**config.mk**
```make
export PLATFORM = sky130hd
export DESIGN_NAME = module_sleep_wake_control
export DESIGN_NICKNAME = d
export VERILOG_FILES = /design/src/rtl/sleep_wake_pkg.sv /design/src/rtl/module_sleep_wake_control.sv
export SDC_FILE = /design/constraint.sdc
export NUM_CORES = 1
export LEC_CHECK = 0
export ABC_AREA = 1
export BUFFER_PORTS_ARGS = -buffer_cell sky130_fd_sc_hd__buf_4
export CAP_MARGIN = 20
export CELL_PAD_IN_SITES_DETAIL_PLACEMENT = 2
export CELL_PAD_IN_SITES_GLOBAL_PLACEMENT = 2
export CORE_AREA = 2 2 313 315
export DETAILED_ROUTE_END_ITERATION = 10
export DIE_AREA = 0 0 315 317
export PLACE_DENSITY = 0.7
export REMOVE_ABC_BUFFERS = 1
export SKIP_CTS_REPAIR_TIMING = 1
export SLEW_MARGIN = 30
export SYNTH_ARGS = -nofsm -noshare
export SYNTH_HDL_FRONTEND = slang
export SYNTH_SLANG_ARGS = --single-unit
```
**constraint.sdc**
```tcl
create_clock -name CORE_CLK_I -period 9.7 [get_ports CORE_CLK_I]
set_input_delay 2.425 -clock CORE_CLK_I [delete_from_list [all_inputs] [get_ports CORE_CLK_I]]
set_output_delay 2.425 -clock CORE_CLK_I [all_outputs]
set_load 0.05 [all_outputs]
```
**src/rtl/sleep_wake_pkg.sv**
```systemverilog
// Overview of operation
// pin sleep: request high sleeps, low wakes
// mode 5: falling edge wakes for wake time
// pin8 function zero: select pin acts as request
// flow function one: cts high asleep, low awake
// awake indicator low asleep, high ready
// button function wakes device from pin sleep
// no sleep in command mode or escape
// no sleep while executing configuration commands
// no sleep with unblocked serial output queued
// pin sleep: stay awake one character time
// cyclic minimum wake: wake time or 30 ms; code can wake one cycle with CTRL_OPT_FULL and CTRL_POLLER clear
// new data extends wake by wake time
// pin sleep: awake while request deasserted
// no sleep while radio data waits
// modes 4/5: data starts sleep countdown timer
// poller polls after waking, then regularly
// timing changes apply at next wake
// finish transfers, pass idle before sleep
// cts low only when able to transfer
// sleep only when all blockers false
package sleep_wake_pkg;
	// ****************************************
	// sleep modes
	// ****************************************
	localparam logic [3:0] MODE_NONE      = 4'h0;
	localparam logic [3:0] MODE_PIN       = 4'h1;
	localparam logic [3:0] MODE_CYCLIC    = 4'h4;
	localparam logic [3:0] MODE_CYCLIC_PW = 4'h5;
	// ****************************************
	// register map (byte addresses)
	// ****************************************
	localparam logic [7:0] ADDR_MODE   = 8'h00;
	localparam logic [7:0] ADDR_WAKE   = 8'h04;
	localparam logic [7:0] ADDR_PERIOD = 8'h08;
	localparam logic [7:0] ADDR_CTRL   = 8'h0c;
	localparam logic [7:0] ADDR_STATUS = 8'h10;
	// ctrl field positions
	localparam int CTRL_PIN8_FN  = 0;
	localparam int CTRL_FLOW_FN  = 1;
	localparam int CTRL_BTN_FN   = 2;
	localparam int CTRL_OPT_FULL = 3;
	localparam int CTRL_POLLER   = 4;
	localparam logic [31:0] CTRL_RESET   = 32'h00000006;
	localparam logic [31:0] WAKE_RESET   = 32'h00000064;
	localparam logic [31:0] PERIOD_RESET = 32'h00000064;
	// ****************************************
	// timing
	// ****************************************
	localparam int CLK_MHZ       = 250;
	localparam int POLL_WAKE_MS  = 30;
	localparam int POLL_WAKE_CYC = POLL_WAKE_MS * 1000 * CLK_MHZ;
	localparam int MS_CYC        = 1000 * CLK_MHZ;
	localparam int CHAR_US       = 1042;
	localparam int CHAR_CYC      = CHAR_US * CLK_MHZ;
	localparam int POLL_INT_MS   = 100;
	localparam int POLL_INT_CYC  = POLL_INT_MS * MS_CYC;
endpackage : sleep_wake_pkg

```
**src/rtl/module_sleep_wake_control.sv**
```systemverilog
`timescale 1ns/1ps
module module_sleep_wake_control #(
	parameter int MS_CYC        = sleep_wake_pkg::MS_CYC,
	parameter int POLL_WAKE_CYC = sleep_wake_pkg::POLL_WAKE_CYC,
	parameter int CHAR_CYC      = sleep_wake_pkg::CHAR_CYC,
	parameter int POLL_INT_CYC  = sleep_wake_pkg::POLL_INT_CYC
) (
	// clock and reset
	input  wire logic        CORE_CLK_I,
	input  wire logic        SYS_RST_I,
	// wishbone slave
	input  wire logic        WB_CYC_I,
	input  wire logic        WB_STB_I,
	input  wire logic        WB_WE_I,
	input  wire logic [7:0]  WB_ADR_I,
	input  wire logic [3:0]  WB_SEL_I,
	input  wire logic [31:0] WB_DAT_I,
	output logic      [31:0] WB_DAT_O,
	output logic             WB_ACK_O,
	// pins from host
	input  wire logic        SLEEP_REQUEST_PIN_I,
	input  wire logic        SPI_SELECT_PIN_I,
	input  wire logic        COMMISSION_BUTTON_PIN_I,
	// work status from core logic
	input  wire logic        CMD_MODE_I,
	input  wire logic        ESCAPE_PARTIAL_I,
	input  wire logic        CONFIG_BUSY_I,
	input  wire logic        SERIAL_OUT_QUEUED_I,
	input  wire logic        RTS_HOLD_I,
	input  wire logic        RADIO_TX_PENDING_I,
	input  wire logic        XFER_ACTIVE_I,
	input  wire logic        DATA_RX_I,
	// outputs
	output logic             CTS_N_O,
	output logic             AWAKE_O,
	output logic             POLL_O,
	output logic             BUTTON_PRESS_O
);
	// ****************************************
	// pin synchronisers
	// ****************************************
	logic [2:0] sync_a;
	logic [2:0] sync_b;
	logic [2:0] pins;
	logic [2:0] pins_q;
	always_ff @(posedge CORE_CLK_I) begin
		if (SYS_RST_I) begin
			sync_a <= 3'h7;
			sync_b <= 3'h7;
			pins_q <= 3'h7;
		end else begin
			sync_a <= {COMMISSION_BUTTON_PIN_I, SPI_SELECT_PIN_I, SLEEP_REQUEST_PIN_I};
			sync_b <= sync_a;
			pins_q <= sync_b;
		end
	end
	assign pins = sync_b;

	// ****************************************
	// edge detect settling
	// ****************************************
	// pins_q holds reset ones until real samples arrive,
	// so edges are ignored until the pipe has filled
	logic [1:0] settle;
	logic [1:0] next_settle;
	logic       pins_ok;

	always_comb begin
		next_settle = settle;
		if (settle != 2'h3) begin
			next_settle = settle + 2'h1;
		end
	end

	always_ff @(posedge CORE_CLK_I) begin
		if (SYS_RST_I) begin
			settle <= 2'h0;
		end else begin
			settle <= next_settle;
		end
	end

	assign pins_ok = settle == 2'h3;

	// ****************************************
	// registers
	// ****************************************
	logic [3:0]  sleep_mode_setting;
	logic [31:0] wake_time_setting;
	logic [31:0] sleep_period_setting;
	logic [31:0] ctrl;
	logic [3:0]  next_mode;
	logic [31:0] next_wake;
	logic [31:0] next_period;
	logic [31:0] next_ctrl;
	logic [31:0] next_dat;
	logic        next_ack;
	logic [31:0] status;
	logic        wr;
	logic        pin8_function;
	logic        flow_ctl_pin_function;
	logic        button_fn;

	function automatic logic [31:0] merge(input logic [31:0] old, input logic [31:0] d, input logic [3:0] sel);
		logic [31:0] r;
		r = old;
		for (int i = 0; i < 4; i++) begin
			if (sel[i]) begin
				r[i*8 +: 8] = d[i*8 +: 8];
			end
		end
		return r;
	endfunction

	// write lands on the edge at which the master sees ack
	assign wr                    = WB_CYC_I && WB_STB_I && WB_WE_I && WB_ACK_O;
	assign pin8_function         = ctrl[sleep_wake_pkg::CTRL_PIN8_FN];
	assign flow_ctl_pin_function = ctrl[sleep_wake_pkg::CTRL_FLOW_FN];
	assign button_fn             = ctrl[sleep_wake_pkg::CTRL_BTN_FN];

	always_comb begin
		next_mode   = sleep_mode_setting;
		next_wake   = wake_time_setting;
		next_period = sleep_period_setting;
		next_ctrl   = ctrl;
		next_ack    = WB_CYC_I && WB_STB_I && !WB_ACK_O;
		next_dat    = 32'h00000000;
		if (wr && WB_ADR_I == sleep_wake_pkg::ADDR_MODE) begin
			next_mode = 4'(merge({28'h0000000, sleep_mode_setting}, WB_DAT_I, WB_SEL_I));
		end else if (wr && WB_ADR_I == sleep_wake_pkg::ADDR_WAKE) begin
			next_wake = merge(wake_time_setting, WB_DAT_I, WB_SEL_I);
		end else if (wr && WB_ADR_I == sleep_wake_pkg::ADDR_PERIOD) begin
			next_period = merge(sleep_period_setting, WB_DAT_I, WB_SEL_I);
		end else if (wr && WB_ADR_I == sleep_wake_pkg::ADDR_CTRL) begin
			next_ctrl = merge(ctrl, WB_DAT_I, WB_SEL_I) & 32'h0000001f;
		end
		if (WB_ADR_I == sleep_wake_pkg::ADDR_MODE) begin
			next_dat = {28'h0000000, sleep_mode_setting};
		end else if (WB_ADR_I == sleep_wake_pkg::ADDR_WAKE) begin
			next_dat = wake_time_setting;
		end else if (WB_ADR_I == sleep_wake_pkg::ADDR_PERIOD) begin
			next_dat = sleep_period_setting;
		end else if (WB_ADR_I == sleep_wake_pkg::ADDR_CTRL) begin
			next_dat = ctrl;
		end else if (WB_ADR_I == sleep_wake_pkg::ADDR_STATUS) begin
			next_dat = status;
		end
	end

	always_ff @(posedge CORE_CLK_I) begin
		if (SYS_RST_I) begin
			sleep_mode_setting   <= sleep_wake_pkg::MODE_NONE;
			wake_time_setting    <= sleep_wake_pkg::WAKE_RESET;
			sleep_period_setting <= sleep_wake_pkg::PERIOD_RESET;
			ctrl                 <= sleep_wake_pkg::CTRL_RESET;
			WB_ACK_O             <= 1'b0;
			WB_DAT_O             <= 32'h00000000;
		end else begin
			sleep_mode_setting   <= next_mode;
			wake_time_setting    <= next_wake;
			sleep_period_setting <= next_period;
			ctrl                 <= next_ctrl;
			WB_ACK_O             <= next_ack;
			WB_DAT_O             <= next_dat;
		end
	end

	// ****************************************
	// sleep sequencer
	// ****************************************
	typedef enum logic [1:0] {AWAKE, IDLE, ASLEEP} state_e;
	state_e      state;
	state_e      next_state;
	logic [31:0] wake_cnt;
	logic [31:0] next_wake_cnt;
	logic [31:0] sleep_cnt;
	logic [31:0] next_sleep_cnt;
	logic [31:0] poll_cnt;
	logic [31:0] next_poll_cnt;
	logic [31:0] lat_wake;
	logic [31:0] lat_period;
	logic [31:0] next_lat_wake;
	logic [31:0] next_lat_period;
	logic        first_poll;
	logic        next_first_poll;
	logic        next_poll;
	logic        next_button;
	logic        rq;
	logic        rq_q;
	logic        pin_mode;
	logic        cyc_mode;
	logic        blocked;
	logic        btn_act;
	logic [31:0] st_cyc;
	logic [31:0] sp_cyc;

	assign rq       = pin8_function ? pins[0] : pins[1];
	assign rq_q     = pin8_function ? pins_q[0] : pins_q[1];
	assign pin_mode = sleep_mode_setting == sleep_wake_pkg::MODE_PIN;
	assign cyc_mode = sleep_mode_setting == sleep_wake_pkg::MODE_CYCLIC
	               || sleep_mode_setting == sleep_wake_pkg::MODE_CYCLIC_PW;
	assign btn_act  = button_fn && pins_ok && (pins[2] != pins_q[2]);
	// latched copies so timing writes wait for the next wake
	assign st_cyc   = 32'(lat_wake * 32'(MS_CYC));
	assign sp_cyc   = 32'(lat_period * 32'(MS_CYC));
	assign blocked  = CMD_MODE_I || ESCAPE_PARTIAL_I
	               || CONFIG_BUSY_I
	               || (SERIAL_OUT_QUEUED_I && !RTS_HOLD_I)
	               || RADIO_TX_PENDING_I
	               || (pin_mode && !rq)
	               || wake_cnt != 32'h00000000;
	assign status   = {26'h0000000, rq, blocked, state == ASLEEP, state == IDLE, state == AWAKE, 1'b0};

	always_comb begin
		next_state      = state;
		next_wake_cnt   = (wake_cnt != 32'h00000000) ? wake_cnt - 32'h00000001 : wake_cnt;
		next_sleep_cnt  = sleep_cnt;
		next_poll_cnt   = poll_cnt;
		next_lat_wake   = lat_wake;
		next_lat_period = lat_period;
		next_first_poll = first_poll;
		next_poll       = 1'b0;
		next_button     = btn_act;
		case (state)
			AWAKE: begin
				if (DATA_RX_I && cyc_mode) begin
					next_wake_cnt = wake_cnt + st_cyc;
				end
				if (sleep_mode_setting == sleep_wake_pkg::MODE_CYCLIC_PW && !rq) begin
					next_wake_cnt = (wake_cnt > st_cyc) ? next_wake_cnt : st_cyc;
				end
				if (ctrl[sleep_wake_pkg::CTRL_POLLER] && cyc_mode) begin
					if (first_poll || poll_cnt == 32'h00000000) begin
						next_poll       = 1'b1;
						next_first_poll = 1'b0;
						next_poll_cnt   = 32'(POLL_INT_CYC);
					end else begin
						next_poll_cnt = poll_cnt - 32'h00000001;
					end
				end
				if ((pin_mode || cyc_mode) && !blocked) begin
					next_state = IDLE;
				end
			end
			IDLE: begin
				// transfers must drain before the clock stops
				if (blocked || XFER_ACTIVE_I) begin
					next_state = AWAKE;
				end else begin
					next_state     = ASLEEP;
					next_sleep_cnt = sp_cyc;
				end
			end
			default: begin
				next_sleep_cnt = (sleep_cnt != 32'h00000000) ? sleep_cnt - 32'h00000001 : sleep_cnt;
				if ((pin_mode && (!rq || btn_act))
				    || (sleep_mode_setting == sleep_wake_pkg::MODE_CYCLIC_PW && pins_ok && !rq && rq_q)
				    || (cyc_mode && sleep_cnt == 32'h00000000)
				    || !(pin_mode || cyc_mode)) begin
					next_state      = AWAKE;
					next_lat_wake   = wake_time_setting;
					next_lat_period = sleep_period_setting;
					next_first_poll = 1'b1;
					next_poll_cnt   = 32'(POLL_INT_CYC);
					if (pin_mode) begin
						next_wake_cnt = 32'(CHAR_CYC);
					end else if (ctrl[sleep_wake_pkg::CTRL_OPT_FULL]
					             || (sleep_mode_setting == sleep_wake_pkg::MODE_CYCLIC_PW && !rq)) begin
						next_wake_cnt = 32'(wake_time_setting * 32'(MS_CYC));
					end else if (ctrl[sleep_wake_pkg::CTRL_POLLER]) begin
						next_wake_cnt = 32'(POLL_WAKE_CYC);
					end else begin
						next_wake_cnt = 32'h00000001;
					end
				end
			end
		endcase
	end

	always_ff @(posedge CORE_CLK_I) begin
		if (SYS_RST_I) begin
			state          <= AWAKE;
			wake_cnt       <= 32'h00000000;
			sleep_cnt      <= 32'h00000000;
			poll_cnt       <= 32'h00000000;
			lat_wake       <= sleep_wake_pkg::WAKE_RESET;
			lat_period     <= sleep_wake_pkg::PERIOD_RESET;
			first_poll     <= 1'b1;
			POLL_O         <= 1'b0;
			BUTTON_PRESS_O <= 1'b0;
		end else begin
			state          <= next_state;
			wake_cnt       <= next_wake_cnt;
			sleep_cnt      <= next_sleep_cnt;
			poll_cnt       <= next_poll_cnt;
			lat_wake       <= next_lat_wake;
			lat_period     <= next_lat_period;
			first_poll     <= next_first_poll;
			POLL_O         <= next_poll;
			BUTTON_PRESS_O <= next_button;
		end
	end

	// ****************************************
	// host indicators
	// ****************************************
	assign CTS_N_O = flow_ctl_pin_function ? (state != AWAKE) : 1'b0;
	assign AWAKE_O = state == AWAKE;
endmodule // module_sleep_wake_control

```
==> impl_metrics.env, run 1 <==
export IMPL_finalNonFillerCells=5492
export IMPL_start_util_pct=29.81
export IMPL_leakagePower_nw=16.58
export IMPL_crit_buf_inv=7
export IMPL_setup_tns_final_ns=0
export IMPL_netlist_area_leader_share_pct=19.11
export IMPL_yosys_warnings=0
export IMPL_critPathRequiredTime_ns=10.20
export IMPL_swShare_pct=44.32
export IMPL_vias=27501
export IMPL_worst_r2r_path_depth=35
export IMPL_power_frac_comb_pct=40.5
export IMPL_drt_initial_drc_count=1172
export IMPL_period_needed_ns=8.140
export IMPL_tightestPinTransition_ns=1.057
export IMPL_ys_top_cells_by_area="dfxtp_1 (19%), fa_1 (16%), ha_1 (12%)"
export IMPL_synth_seq_cells=274
export IMPL_drt_wl_total_mm=117.2
export IMPL_cts_tree="yes"
export IMPL_reg2reg_slack_ns=1.56
export IMPL_place_gp_congestion=0.9181
export IMPL_dieArea_sq_um=99860
export IMPL_grt_usage_pct=23.77
export IMPL_syn_area_sq_um=28710
export IMPL_cpMaxStageDelayCell="dfxtp_1"
export IMPL_globalRouteOverflowTotal=0
export IMPL_cap_violations=0
export IMPL_root_buffer="clkbuf_16"
export IMPL_ys_async_sr_fraction_pct=0
export IMPL_diodes=0
export IMPL_setup_slack_ns=1.560
export IMPL_critPathLaunch="lat_wake[1]"
export IMPL_ys_top_cells_by_count="inv_1 (838), nand2_1 (775), nor2_1 (398), a21oi_1 (295), ha_1 (280)"
export IMPL_cp_top_family="adder cells"
export IMPL_synth_ff_type="dfxtp_1"
export IMPL_cp_data_arrival_time_ns=8.64
export IMPL_hp_class="reg2reg"
export IMPL_port_buffers=96
export IMPL_clock_sinks=274
export IMPL_synth_edff_count=0
export IMPL_fp_row_count=114
export IMPL_fin_nets=4756
export IMPL_grt_start_max_net_pins=61
export IMPL_p_per_area_nw_per_um2=150.8
export IMPL_timing_hold_violations_final=0
export IMPL_cp_common_cell="nand2_1"
export IMPL_wire_per_inst_um=21.34
export IMPL_yosysUniqueCellTypes=56
export IMPL_vias_per_cell=5.007
export IMPL_skew_ns=0.04138
export IMPL_first_global_vias=29939
export IMPL_htree_levels=2
export IMPL_cp_start_kind="flop"
export IMPL_synth_most_common_cell="inv_1"
export IMPL_drt_pre_antenna_iters=5
export IMPL_max_slew_margin_pct=28.90
export IMPL_grt_first_pass_wirelength_mm=181.8
export IMPL_clock_latency_ns=0.63
export IMPL_p_int_mw=2.698
export IMPL_netSwitchingPower_mw=2.147
export IMPL_cts_buffers=40
export IMPL_ir_drop_mv=0.1208
export IMPL_syn_to_final_growth_pct=11.96
export IMPL_seq_power_share_pct=27.4
export IMPL_design_core_area_sq_um=96280
export IMPL_cp_end_kind="flop"
export IMPL_place_ws_ns=1.652
export IMPL_path_clk_slew_ns=0.06
export IMPL_drv_slew=0
export IMPL_dpl_hpwl_mm=95.73
export IMPL_drive_gt1_share_pct=6.048
export IMPL_endpoint="wake_cnt[11]"
export IMPL_die_h_um=317
export IMPL_fp_dieW_um=315
export IMPL_drt_antenna_violating_nets=0
export IMPL_post_route_period_util_pct=83.91
export IMPL_clock_path_buffers=3
export IMPL_fmax_mhz=122.9
export IMPL_status="finished clean"
export IMPL_drc=0
export IMPL_path_max_fanout=19
export IMPL_setup_viol=0
export IMPL_syn_inst=4116
export IMPL_synth_seq_area_share_pct=19.11
export IMPL_ioPinCount=97
export IMPL_synth_largest_area_cell="dfxtp_1"
export IMPL_crit_type="reg2reg"
export IMPL_crit_cells=35
export IMPL_pwr_share_clk_pct=32.0
export IMPL_r2r_start="lat_wake[1]"
export IMPL_place_inst=5421
export IMPL_p_total_mw=4.845
export IMPL_timing_rr_end="wake_cnt[11]"
export IMPL_rsz0062_at_grt="false"
export IMPL_antenna_found_initial=1
export IMPL_avgSynthCellArea_sq_um=6.974
export IMPL_slowest_delay_ns=0.57
## power by group through the flow
stage	Clock [mW]	Sequential [mW]	Combinational, mW
floorplan	0	1.29	1.34
detailed placement	0	1.35	1.92
finish	1.55	1.33	1.96
global route	1.63	1.33	2.21
global placement	0	1.35	1.87
CTS	1.59	1.32	1.94
## per-stage QoR
| stage | instance area, sq um | hold WS (ns) | utilization (%) |
|---|---|---|---|
| global route | 32140 | 0.4501 | 33.38 |
| CTS | 32140 | 0.4164 | 33.38 |
| detailed placement | 30780 | 0.4020 | 31.96 |
| finish | 32140 | 0.4188 | 33.38 |
| global placement | 30770 | 0.3970 | 31.96 |
| floorplan | 28260 | 0.3895 | - |
## cells by family after synthesis
group           synth area share [%]
buf+inv                        12.60
xor+xnor                       3.173
compound gates                 12.40
flops                          19.11
simple gates                   24.54
fa+ha+maj                      28.18
## metal layers
layer,track usage [%],up-vias,part of all wire [%]
met3,1.656,93,2.2
li1,-,13155,-
met2,41.38,308,48
met5,0,-,0
met4,4.556,0,1.7
met1,32.44,13945,48
## flip-flops by register name (all words and copies together) (netlist names)
register / count
WB_DAT_O: 32
poll_cnt: 32
sleep_cnt: 32
sleep_period_setting: 32
wake_cnt: 32
wake_time_setting: 32
lat_period: 28
lat_wake: 28
ctrl: 5
sleep_mode_setting: 4
pins: 3
pins_q: 3
sync_a: 3
settle: 2
state: 2
BUTTON_PRESS_O: 1
POLL_O: 1
WB_ACK_O: 1
first_poll: 1
## how the worst min path moves through the flow
stage               startpoint  cells past startpoint       to  slack [ns]
floorplan            sync_a[0]                      1  pins[0]        0.39
global placement     sync_a[2]                      1  pins[2]        0.40
detailed placement   sync_a[2]                      1  pins[2]        0.40
CTS                  sync_a[2]                      1  pins[2]        0.42
global route         sync_a[2]                      1  pins[2]        0.45
finish               sync_a[2]                      1  pins[2]        0.42
## final cells by class
class                           instances  area, sq um
Sequential cell                       274         5485
Clock buffer                           50         1099
Fill cell                           11487        64140
Timing Repair Buffer                  121        908.4
Clock inverter                         21        262.8
Inverter                              844         3174
Multi-Input combinational cell       2906        19610
Tap cell                             1276         1597
## layout by cell type (no fill, tap or decap), drive strengths merged, types with 9 or more instances in the layout
cell type and instances:
nand4 66, dfxtp 274, xnor2 44, a21oi 296
clkinv 14, nand2 784, fa 229, nor3 81
clkbuf 50, ha 280, or2 26, nor2 413
o21bai 11, buf 121, a21o 17, xor2 60
a211oi 9, nand3b 11, o21ai 248, a31oi 21
inv 841, o211ai 23, nand3 234, nor4 14
(Power assumes the default switching activity.)
==> run 2: changes to the inputs <==
ABC_AREA = 0   (was 1)
CORE_AREA = 2 2 297 299   (was 2 2 313 315)
DIE_AREA = 0 0 299 301   (was 0 0 315 317)
PLACE_DENSITY = 0.69   (was 0.7)
clock period = 7.35 ns   (was 9.7 ns; I/O delays follow)
==> run 2 against run 1 <==
Effect of this change:
- the flow now finishes with violations (setup timing)
- register-to-register slack got worse by 1.8 ns
- clock power up 29%
- maximum frequency rose by 6.9%
- sequential power up 25%
- area after synthesis is 10% lower
- power grew 6.3%
- flip-flop and latch count is the same
- global-route usage shrank 1.5 points
- design area shrank 4.4%
- synthesized cell count shrank 25%
- critical endpoint is now wake_cnt[10]
- largest cell class unchanged
- largest power group is now the clock network
- highest routed layer is now met5
==> impl_metrics.env, run 2 <==
export IMPL_status="complete, but fails checks"
export IMPL_violations="setup timing"
export IMPL_timing_hold_violations_final=0
export IMPL_syn_area_sq_um=25830
export IMPL_most_common_layout_cells="inv_1 (550), ha_1 (274), dfxtp_1 (270)"
export IMPL_final_common_cell="inv_1"
export IMPL_synth_edff_count=0
export IMPL_fp_row_count=108
export IMPL_vias_per_cell=5.089
export IMPL_ys_top_cells_by_area="dfxtp_1 (21%), fa_1 (18%), ha_1 (14%)"
export IMPL_drt_wl_total_mm=100.1
export IMPL_max_slew_margin_pct=34.69
export IMPL_hp_start="sync_a[1]"
export IMPL_slowest_delay_ns=0.55
export IMPL_yosys_warnings=0
export IMPL_timing_rr_end="wake_cnt[10]"
export IMPL_fp_dieW_um=299
export IMPL_drc=0
export IMPL_fmax_mhz=131.4
export IMPL_yosysUniqueCellTypes=78
export IMPL_antenna_found_initial=5
export IMPL_syn_inst=3095
export IMPL_dieArea_sq_um=90000
export IMPL_path_clk_slew_ns=0.06
export IMPL_drv_slew=0
export IMPL_wire_per_inst_um=22.31
export IMPL_first_global_vias=26225
export IMPL_grt_start_max_net_pins=74
export IMPL_clock_sinks=274
export IMPL_drt_pre_antenna_iters=7
export IMPL_grt_usage_pct=22.26
export IMPL_period_needed_ns=7.613
export IMPL_post_route_period_util_pct=103.6
export IMPL_clock_path_buffers=3
export IMPL_cts_tree="yes"
export IMPL_start_util_pct=29.87
export IMPL_crit_buf_inv=11
export IMPL_cap_violations=0
export IMPL_ir_drop_mv=0.1739
export IMPL_skew_ns=0.03728
export IMPL_cts_buffers=39
export IMPL_htree_levels=2
export IMPL_ys_top_cells_by_count="inv_1 (558), ha_1 (280), dfxtp_1 (274), nand2_1 (265), nor2_1 (234)"
export IMPL_synth_seq_cells=274
export IMPL_synth_ff_type="dfxtp_1"
export IMPL_avgSynthCellArea_sq_um=8.347
export IMPL_ioPinCount=97
export IMPL_rsz0062_at_grt="true"
export IMPL_worst_r2r_path_depth=34
export IMPL_synth_seq_area_share_pct=21.23
export IMPL_setup_viol=31
export IMPL_clock_latency_ns=0.60
export IMPL_crit_type="reg2reg"
export IMPL_place_ws_ns=-0.7182
export IMPL_synth_most_common_cell="inv_1"
export IMPL_hp_class="reg2reg"
export IMPL_dpl_hpwl_mm=80.49
export IMPL_place_gp_congestion=0.8904
export IMPL_cpMaxStageDelayCell="fa_2"
export IMPL_netlist_area_leader_share_pct=21.23
export IMPL_p_total_mw=5.151
export IMPL_tightestPinTransition_ns=0.9707
export IMPL_cp_data_arrival_time_ns=8.08
export IMPL_setup_slack_ns=-0.2627
export IMPL_design_core_area_sq_um=86480
export IMPL_hold_depth=1
export IMPL_reg2reg_slack_ns=-0.26
export IMPL_drt_antenna_violating_nets=0
export IMPL_synth_largest_area_cell="dfxtp_1"
export IMPL_ys_async_sr_fraction_pct=0
export IMPL_cp_start_kind="flop"
export IMPL_cp_end_kind="flop"
export IMPL_r2r_start="lat_wake[1]"
export IMPL_cp_top_family="adder cells"
export IMPL_die_h_um=301
export IMPL_drt_initial_drc_count=862
export IMPL_syn_to_final_growth_pct=18.89
export IMPL_root_buffer="clkbuf_16"
export IMPL_drive_gt1_share_pct=13.75
export IMPL_leakagePower_nw=14.42
export IMPL_critPathRequiredTime_ns=7.82
export IMPL_path_max_fanout=7
export IMPL_vias=22841
export IMPL_globalRouteOverflowTotal=0
export IMPL_p_per_area_nw_per_um2=167.7
export IMPL_hold_end="pins[1]"
export IMPL_port_buffers=96
export IMPL_fin_nets=3873
export IMPL_grt_first_pass_wirelength_mm=154.8
run 2: cell count changes in the layout (fill, tap and decap cells not counted), moves of 74 or more:
cell	change
a21oi_1	-74
buf_4	+144
o21ai_0	-138
inv_1	-287
nand3_1	-190
nand2_1	-511
nor2_1	-166
run 2: cell families (layout without fill, tap and decap cells):
kind of cell	count (synthesis)	in the layout	synth area share, %
AOI/OAI and AO/OA	591	591	14.06
xor gates and xnor gates	169	169	5.730
adders and majority gates	509	509	31.31
buffers and inverters	665	902	9.759
DFF	274	274	21.23
muxes	72	72	2.833
other	0	1	0
and+or+nand+nor	815	815	15.08
run 2: through the flow:
stage	std cells	area, sq um	TNS [ns]	hold WS [ns]	utilization (%)
floorplan	2989	25410	-21.17	0.3895	-
global placement	4408	28890	-10.11	0.4009	33.40
detailed placement	4408	28900	-18.44	0.4045	33.41
CTS	4477	30230	-20.21	0.4174	34.95
global route	4487	30710	-15.22	0.4341	35.51
finish	4488	30710	-4.588	0.4153	35.52
run 2: metal layers:
| metal | vias up | global-route usage, % | wire length [um] |
|---|---|---|---|
| met5 | - | 0 | 43 |
| met4 | 6 | 7.631 | 3665 |
| met3 | 165 | 4.928 | 5080 |
| li1 | 10603 | - | - |
| met2 | 406 | 39.25 | 49160 |
| met1 | 11661 | 26.63 | 42190 |
run 2: layout make-up:
| type | count | area (sq um) |
|---|---|---|
| diodes | 1 | 2.502 |
| clock buffers | 50 | 1067 |
| clock inverters | 19 | 264.0 |
| fillers | 9787 | 55770 |
| inverters | 559 | 2101 |
| multi-input cells | 2156 | 18240 |
| flip-flops and latches | 274 | 5490 |
| well taps | 1155 | 1445 |
| repair buffers | 274 | 2102 |
run 2: worst max-delay path by stage:
stage          cells after the start   startpoint  slack (ns)           end
2_1_floorplan                     29  lat_wake[1]       -0.97  wake_cnt[28]
3_3_place_gp                      29  lat_wake[1]       -0.46   wake_cnt[8]
3_5_place_dp                      28  lat_wake[2]       -0.72  wake_cnt[22]
4_1_cts                           28  lat_wake[2]       -0.78  wake_cnt[31]
5_1_grt                           35  lat_wake[3]       -0.60   wake_cnt[7]
6_report                          34  lat_wake[1]       -0.26  wake_cnt[10]
run 2: power breakdown:
group	switching [mW]	internal, mW	total [mW]
logic	0.880	0.606	1.49
clock network	0.821	1.18	2.00
registers	0.110	1.55	1.66
total	1.81	3.34	5.15
